File: src/rtl/mcupd_params.svh
`ifndef MCUPD_PARAMS_SVH
`define MCUPD_PARAMS_SVH
`define MCUPD_ADDR_TRIG      12'h079
`define MCUPD_ADDR_REV       12'h08b
`define MCUPD_REV_LSB        32
`define MCUPD_REV_MSB        63
`define MCUPD_DATA_OFS       64'h0000000000000030
`define MCUPD_ALIGN_MASK     64'h000000000000000f
`define MCUPD_FETCH_CYCLES   8'h04
`endif

File: src/rtl/mcupd_pkg.sv
package mcupd_pkg;
  typedef struct packed {
    logic        wr;
    logic        rd;
    logic [11:0] addr;
    logic [63:0] wdata;
  } mcupd_req_t;
  typedef enum logic [2:0] {
    MCUPD_IDLE  = 3'b001,
    MCUPD_FETCH = 3'b010,
    MCUPD_DONE  = 3'b100
  } mcupd_state_t;
endpackage : mcupd_pkg

File: src/rtl/mcupd_core.sv
`timescale 1ns/1ps
`include "mcupd_params.svh"
////////////////////////////////////////////////////////////////////////////////
// one instance per core; rst_b is hard reset
module mcupd_core
(
  input  wire logic                 clk,
  input  wire logic                 rst_b,
  input  wire logic                 soft_init,
  input  wire mcupd_pkg::mcupd_req_t req,
  input  wire logic                 ident_fn1,
  input  wire logic                 store_ok,
  input  wire logic [31:0]          store_rev,
  output logic [63:0]               rdata,
  output logic                      load_busy,
  output logic                      patch_active,
  output logic [31:0]               active_rev
);
  mcupd_pkg::mcupd_state_t state_r;
  mcupd_pkg::mcupd_state_t state_nxt;
  logic [63:0] trig_addr_r;
  logic [31:0] rev_field_r;
  logic [31:0] rev_field_nxt;
  logic        v_done;
  logic        v_pass;
  logic [31:0] v_rev;
  logic        start_r;
  //////////////////////////////////////////////////////////////////////////////
  wire trig_wr = req.wr && (req.addr == `MCUPD_ADDR_TRIG);
  wire rev_wr  = req.wr && (req.addr == `MCUPD_ADDR_REV);
  wire rev_rd  = req.rd && (req.addr == `MCUPD_ADDR_REV);
  wire take    = trig_wr && (state_r == mcupd_pkg::MCUPD_IDLE);
  // same revision again: no state change
  wire commit  = v_done && v_pass && !(patch_active && v_rev == active_rev);
  always_comb
  begin
    state_nxt = state_r;
    unique case (state_r)
      mcupd_pkg::MCUPD_IDLE:  if (take) state_nxt = mcupd_pkg::MCUPD_FETCH;
      mcupd_pkg::MCUPD_FETCH: if (v_done) state_nxt = mcupd_pkg::MCUPD_DONE;
      mcupd_pkg::MCUPD_DONE:  state_nxt = mcupd_pkg::MCUPD_IDLE;
      default:                state_nxt = mcupd_pkg::MCUPD_IDLE;
    endcase
  end
  always_comb
  begin
    rev_field_nxt = rev_field_r;
    if (rev_wr)
      rev_field_nxt = req.wdata[`MCUPD_REV_MSB:`MCUPD_REV_LSB];
    if (ident_fn1 && patch_active)
      rev_field_nxt = active_rev;
  end
  //////////////////////////////////////////////////////////////////////////////
  always_ff @(posedge clk)
  begin
    if (!rst_b)
    begin
      state_r      <= mcupd_pkg::MCUPD_IDLE;
      trig_addr_r  <= 64'h0;
      rev_field_r  <= 32'h0;
      patch_active <= 1'b0;
      active_rev   <= 32'h0;
      start_r      <= 1'b0;
      load_busy    <= 1'b0;
      rdata        <= 64'h0;
    end
    else
    begin
      state_r     <= state_nxt;
      start_r     <= take;
      load_busy   <= (state_nxt != mcupd_pkg::MCUPD_IDLE);
      rev_field_r <= rev_field_nxt;
      if (take)
        trig_addr_r <= req.wdata;
      if (commit)
      begin
        patch_active <= 1'b1;
        active_rev   <= v_rev;
      end
      // soft_init deliberately ignored here
      if (soft_init)
        state_r <= state_nxt;
      if (rev_rd)
        rdata <= {rev_field_r, 32'h0};
    end
  end
  //////////////////////////////////////////////////////////////////////////////
  mcupd_validate u_val
  (
    .clk       (clk),
    .rst_b     (rst_b),
    .start     (start_r),
    .addr      (trig_addr_r),
    .store_ok  (store_ok),
    .store_rev (store_rev),
    .done      (v_done),
    .pass      (v_pass),
    .rev       (v_rev)
  );
  //////////////////////////////////////////////////////////////////////////////
  property p_hard_reset;
    @(posedge clk) !rst_b |=> !patch_active && active_rev == 32'h0;
  endproperty
  a_hard_reset: assert property (p_hard_reset) else $error("patch survived reset");
  property p_soft_keep;
    @(posedge clk) disable iff (!rst_b) soft_init && patch_active |=> patch_active;
  endproperty
  a_soft_keep: assert property (p_soft_keep) else $error("patch lost on init");
  property p_ident;
    @(posedge clk) disable iff (!rst_b)
      ident_fn1 && patch_active |=> rev_field_r == $past(active_rev);
  endproperty
  a_ident: assert property (p_ident) else $error("revision not reported");
  property p_noload;
    @(posedge clk) disable iff (!rst_b)
      ident_fn1 && !patch_active && !rev_wr |=> $stable(rev_field_r);
  endproperty
  a_noload: assert property (p_noload) else $error("revision changed");
  property p_low;
    @(posedge clk) disable iff (!rst_b)
      rev_rd |=> rdata[31:0] == 32'h0 && rdata[63:32] == $past(rev_field_r);
  endproperty
  a_low: assert property (p_low) else $error("reserved bits set");
  property p_read;
    @(posedge clk) disable iff (!rst_b) rev_rd && !v_done |=> $stable(active_rev);
  endproperty
  a_read: assert property (p_read) else $error("read disturbed patch");
  property p_fail;
    @(posedge clk) disable iff (!rst_b) v_done && !v_pass |=> $stable(active_rev);
  endproperty
  a_fail: assert property (p_fail) else $error("failed load took effect");
  property p_trig;
    @(posedge clk) disable iff (!rst_b) take |-> ##[5:7] state_r == mcupd_pkg::MCUPD_DONE;
  endproperty
  a_trig: assert property (p_trig) else $error("load did not finish");
  property p_repeat;
    @(posedge clk) disable iff (!rst_b)
      v_done && v_pass && patch_active && v_rev == active_rev |=> $stable(active_rev);
  endproperty
  a_repeat: assert property (p_repeat) else $error("repeat load changed");
endmodule : mcupd_core

File: src/rtl/mcupd_validate.sv
`timescale 1ns/1ps
`include "mcupd_params.svh"
// judges a patch offered by the firmware store
module mcupd_validate
(
  input  wire logic        clk,
  input  wire logic        rst_b,
  input  wire logic        start,
  input  wire logic [63:0] addr,
  input  wire logic        store_ok,
  input  wire logic [31:0] store_rev,
  output logic             done,
  output logic             pass,
  output logic [31:0]      rev
);
  logic [7:0] cnt_r;
  logic       busy_r;
  wire        aligned = (addr & `MCUPD_ALIGN_MASK) == 64'h0;
  always_ff @(posedge clk)
  begin
    if (!rst_b)
    begin
      cnt_r  <= 8'h00;
      busy_r <= 1'b0;
      done   <= 1'b0;
      pass   <= 1'b0;
      rev    <= 32'h0;
    end
    else
    begin
      done <= 1'b0;
      if (start && !busy_r)
      begin
        busy_r <= 1'b1;
        cnt_r  <= `MCUPD_FETCH_CYCLES;
      end
      else if (busy_r)
      begin
        cnt_r <= cnt_r - 8'h01;
        if (cnt_r == 8'h01)
        begin
          busy_r <= 1'b0;
          done   <= 1'b1;
          pass   <= store_ok && aligned && (store_rev != 32'h0);
          rev    <= store_rev;
        end
      end
    end
  end
endmodule : mcupd_validate

File: config.mk
export PLATFORM = sky130hd
export DESIGN_NAME = mcupd_core
export DESIGN_NICKNAME = d
export VERILOG_FILES = /design/src/rtl/mcupd_pkg.sv /design/src/rtl/mcupd_core.sv /design/src/rtl/mcupd_validate.sv
export VERILOG_INCLUDE_DIRS = /design/src /design/src/rtl
export SDC_FILE = /design/constraint.sdc
export NUM_CORES = 1
export LEC_CHECK = 0
export BUFFER_PORTS_ARGS = -buffer_cell sky130_fd_sc_hd__buf_4
export CORE_UTILIZATION = 46
export CTS_CLUSTER_SIZE = 8
export DETAILED_ROUTE_END_ITERATION = 8
export PLACE_DENSITY = 0.84
export RECOVER_POWER = 25
export SETUP_SLACK_MARGIN = 0.5
export SLEW_MARGIN = 20
export SYNTH_ARGS = -nofsm -noshare
export SYNTH_HDL_FRONTEND = slang
export SYNTH_SLANG_ARGS = --single-unit
File: constraint.sdc
create_clock -name clk -period 1.7 [get_ports clk]
set_input_delay 0.255 -clock clk [delete_from_list [all_inputs] [get_ports clk]]
set_output_delay 0.255 -clock clk [all_outputs]
set_load 0.005 [all_outputs]
==> run_results.csv <==
group,metric,value,unit
status,outcome,"finished with violations",
status,violations,"setup timing",
die,die_h,124,µm
finish,diodes,0,
worst_setup_path,worstPathRequired,2.00,ns
timing,tns,-12.26,ns
timing,hold_viol_final,0,
die,io_pins,213,
route,drtPass1Iterations,7,
route,drcViolationCount,0,
finish,fin_area,11800,µm²
yosys,avgSynthCellArea,8.07,µm²
timing,worst_hold_slack,0.0703,ns
clock_network,path_clk_slew,0.07,ns
yosys,yosysSeqAreaShare,0.438,
yosys,yosys.area_share.simple,0.220,
yosys,synthMuxAreaShare,0.0545,
route,ant_nets,0,
clock_network,cts_root_buffer,"clkbuf_16",
worst_setup_path,reg2regPathDepth,6,
timing,finalSetupViolCount,33,
grt,grt_pass1_wl,37600,µm
grt,grt.total_usage,0.326,
route,viasPerCell,6.31,
yosys,synth_top_family_by_area,"simple AND/OR/NAND/NOR gates",
timing,max_slew_margin,0.422,
placement,dpl_cell_area,8560,µm²
yosys,synthXorXnorAreaFrac,0.0475,
yosys,synth_top_area_share,0.438,
clock_network,htree_levels,4,
grt,grt_pass1_vias,7219,
min_path,hold-path-cell-count,3,
timing,grt_setup_unrepaired,"yes",
yosys,synthAdderAreaFrac,0.00367,
grt,grt-ovfl-total,0,
pwr,vdd.ir_drop.worst,0.000693,V
route,drtIter0Drc,1119,
clock_network,cts_made_buffers,17,
timing,layout_setup_ws,-0.523,ns
worst_setup_path,cp.arrival,2.52,ns
worst_setup_path,cp_cell_sequence,"xor2_1 > nor4_1 > nand4_1 > buf_4 > o21ai_1 > o311ai_4",
placement,dp_hpwl,13800,µm
die,die_area,15300,µm²
clock_network,cts_hold_buf,0,
die,rows,44,
pwr,p_per_area,642,nW/µm²
grt,antenna_found_initial,1,
timing,min_period,2.22,ns
grt,grt_max_degree,63,
yosys,synth-seq-cells,149,
finish,area_delta_synth_final,73.7,%
finish,fillers,714,
finish,nNetsFinal,1221,
worst_setup_path,start_kind,"flip-flop",
die,core-area,14500,µm²
clock_network,clock-sinks,149,
die,die_x,124,µm
timing,slew_viol_final,0,
min_path,hold_path_class,"primary input to flip-flop",
clock_network,worstSkewPairLatency,0.44,ns
yosys,synth_area_leaders,"dfxtp_1 44%, nand2_1 9.4%, nor2_1 6.1%, mux2i_1 5.3%, a21oi_1 4.9%",
clock_network,clock_path_buffers,2,
timing,fin_worst_skew,0.0145,ns
clock_network,cts_tree,"done",
yosys,postSynthCellCount,844,
route,vias,8207,
placement,gp_congestion,0.827,
pwr,p_leak,5.38,nW
finish,drive_gt1_frac,0.513,
yosys,netlist_area,6820,µm²
die,start_util,0.471,
timing,timing.fmax,450,MHz
worst_setup_path,critPathCaptureType,"flip-flop",
route,wl_per_cell,24.6,µm
timing,finalCritPeriodShare,1.31,
yosys,ys_warn_count,0,
route,routed_wl,32000,µm
worst_setup_path,path_class,"flip-flop to flip-flop",
worst_setup_path,critPathMaxStageDelay,0.45,ns
worst_setup_path,cp_max_fo,29,
placement,dp_slack,-0.210,ns
job,max-cap-violations,0,
timing,worstMarginPinSlew,0.858,ns
yosys,synth_compound_area_frac,0.157,
yosys,synth_top_area_cell,"dfxtp_1",
placement,portBuffers,151,
yosys,synthDistinctLibCells,40,
worst_setup_path,slowest_stage,"nor4_1",
[report_power, final]
part / switching, W / internal, W
clock network: 0.00163 / 0.00210
registers: 0.000000246 / 0.00349
logic: 0.000217 / 0.000164
[worst max-delay path: cells and delay by family (launching register included)]
family,cells,cell delay [ns]
xor gates and xnor gates,1,0.23
buffers and inverters,1,0.31
AOI/OAI and AO/OA,2,0.52
and+or+nand+nor,2,0.67
DFF,1,0.33
[cells by family after synthesis]
kind of cell,after synthesis
adder cells (fa/ha/maj),2
other,1
XOR/XNOR,37
buffers and inverters,102
AND/OR/NAND/NOR,351
flip-flops,149
multiplexers,37
AO/OA/AOI/OAI,165
[sequential cells by signal (all words and copies together) (netlist names)]
name / flops
rev_field_r: 32
active_rev: 32
rdata: 32
u_val.pass: 1
u_val.busy_r: 1
u_val.cnt_r: 8
u_val.done: 1
patch_active: 1
trig_addr_r: 4
load_busy: 1
start_r: 1
u_val.rev: 32
state_r: 3
[layout by cell type (no fill, tap or decap), drive strengths merged, types with 2 or more instances in the layout]
cell	netlist	routed
nand4	4	4
nor3	2	2
and4b	2	2
nand2	170	170
clkinv	0	7
ha	2	2
clkbuf	49	59
nor2	111	111
inv	6	6
xnor2	4	4
mux2i	36	36
conb	1	32
nor4	19	19
and3	32	32
a311oi	33	33
clkinvlp	0	3
a21oi	67	67
o311ai	29	29
o21ai	33	33
nand4b	2	2
xor2	33	33
dfxtp	149	149
nand3	3	3
buf	47	268
[routing by layer]
| metal | share of wire | vias to the layer above | track usage | wire, µm |
|---|---|---|---|---|
| met1 | 0.35 | 3957 | 0.391 | 11200 |
| met4 | 0.069 | 0 | 0.159 | 2210 |
| met3 | 0.096 | 190 | 0.0650 | 3080 |
| li1 | - | 3394 | - | - |
| met2 | 0.49 | 666 | 0.554 | 15500 |
| met5 | 0 | - | 0 | 0 |
[worst paths after layout]
path                                      from                            to  slack (ns)
setup / recovery   active_rev[24]$_SDFFE_PN0P_    active_rev[0]$_SDFFE_PN0P_       -0.52
hold / removal                          req[3]   trig_addr_r[3]$_SDFFE_PN0P_        0.07
setup reg to reg   active_rev[24]$_SDFFE_PN0P_    active_rev[0]$_SDFFE_PN0P_       -0.52
hold reg to reg   rev_field_r[30]$_SDFFE_PN0P_  rev_field_r[30]$_SDFFE_PN0P_        0.49
[final cells by class]
class,instances,area [µm²],share of cell area
Clock buffer,21,460,0.0389
Clock inverter,11,103,0.00867
Inverter,6,26.3,0.00222
Multi-Input combinational cell,624,4780,0.404
Sequential cell,149,3040,0.257
Tap cell,184,230,0.0195
Timing Repair Buffer,306,3200,0.270
[cells in the mapped netlist, drive strengths merged]
| cell type | instances |
|---|---|
| nand2 | 170 |
| dfxtp | 149 |
| nor2 | 111 |
| a21oi | 67 |
| clkbuf | 49 |
| buf | 47 |
| mux2i | 36 |
| a311oi | 33 |
| o21ai | 33 |
| xor2 | 33 |
| and3 | 32 |
| o311ai | 29 |
| nor4 | 19 |
| inv | 6 |
| nand4 | 4 |
| xnor2 | 4 |
| nand3 | 3 |
| and4b | 2 |
| ha | 2 |
| nand4b | 2 |
| nor3 | 2 |
| a211oi | 1 |
| a41o | 1 |
| and2 | 1 |
| conb | 1 |
| mux2 | 1 |
| nor2b | 1 |
| nor3b | 1 |
| nor4b | 1 |
| o2111ai | 1 |
| or2 | 1 |
| or3 | 1 |
[per-stage QoR]
step | util | total power (W) | cells
2_1_floorplan | - | 0.00371 | 875
3_3_place_gp | 0.591 | 0.00386 | 1194
3_5_place_dp | 0.591 | 0.00386 | 1194
4_1_cts | 0.730 | 0.00741 | 1263
5_1_grt | 0.817 | 0.00775 | 1301
6_report | 0.817 | 0.00759 | 1301
[repair_timing]
item,CTS,global route
buffers inserted,26,33
resized for setup,262,201
gates cloned,11,5
hold endpoints to repair,0,0
pin swaps,97,58
setup endpoints to repair,148,173
Note: power is estimated with default switching activity, not from simulation.
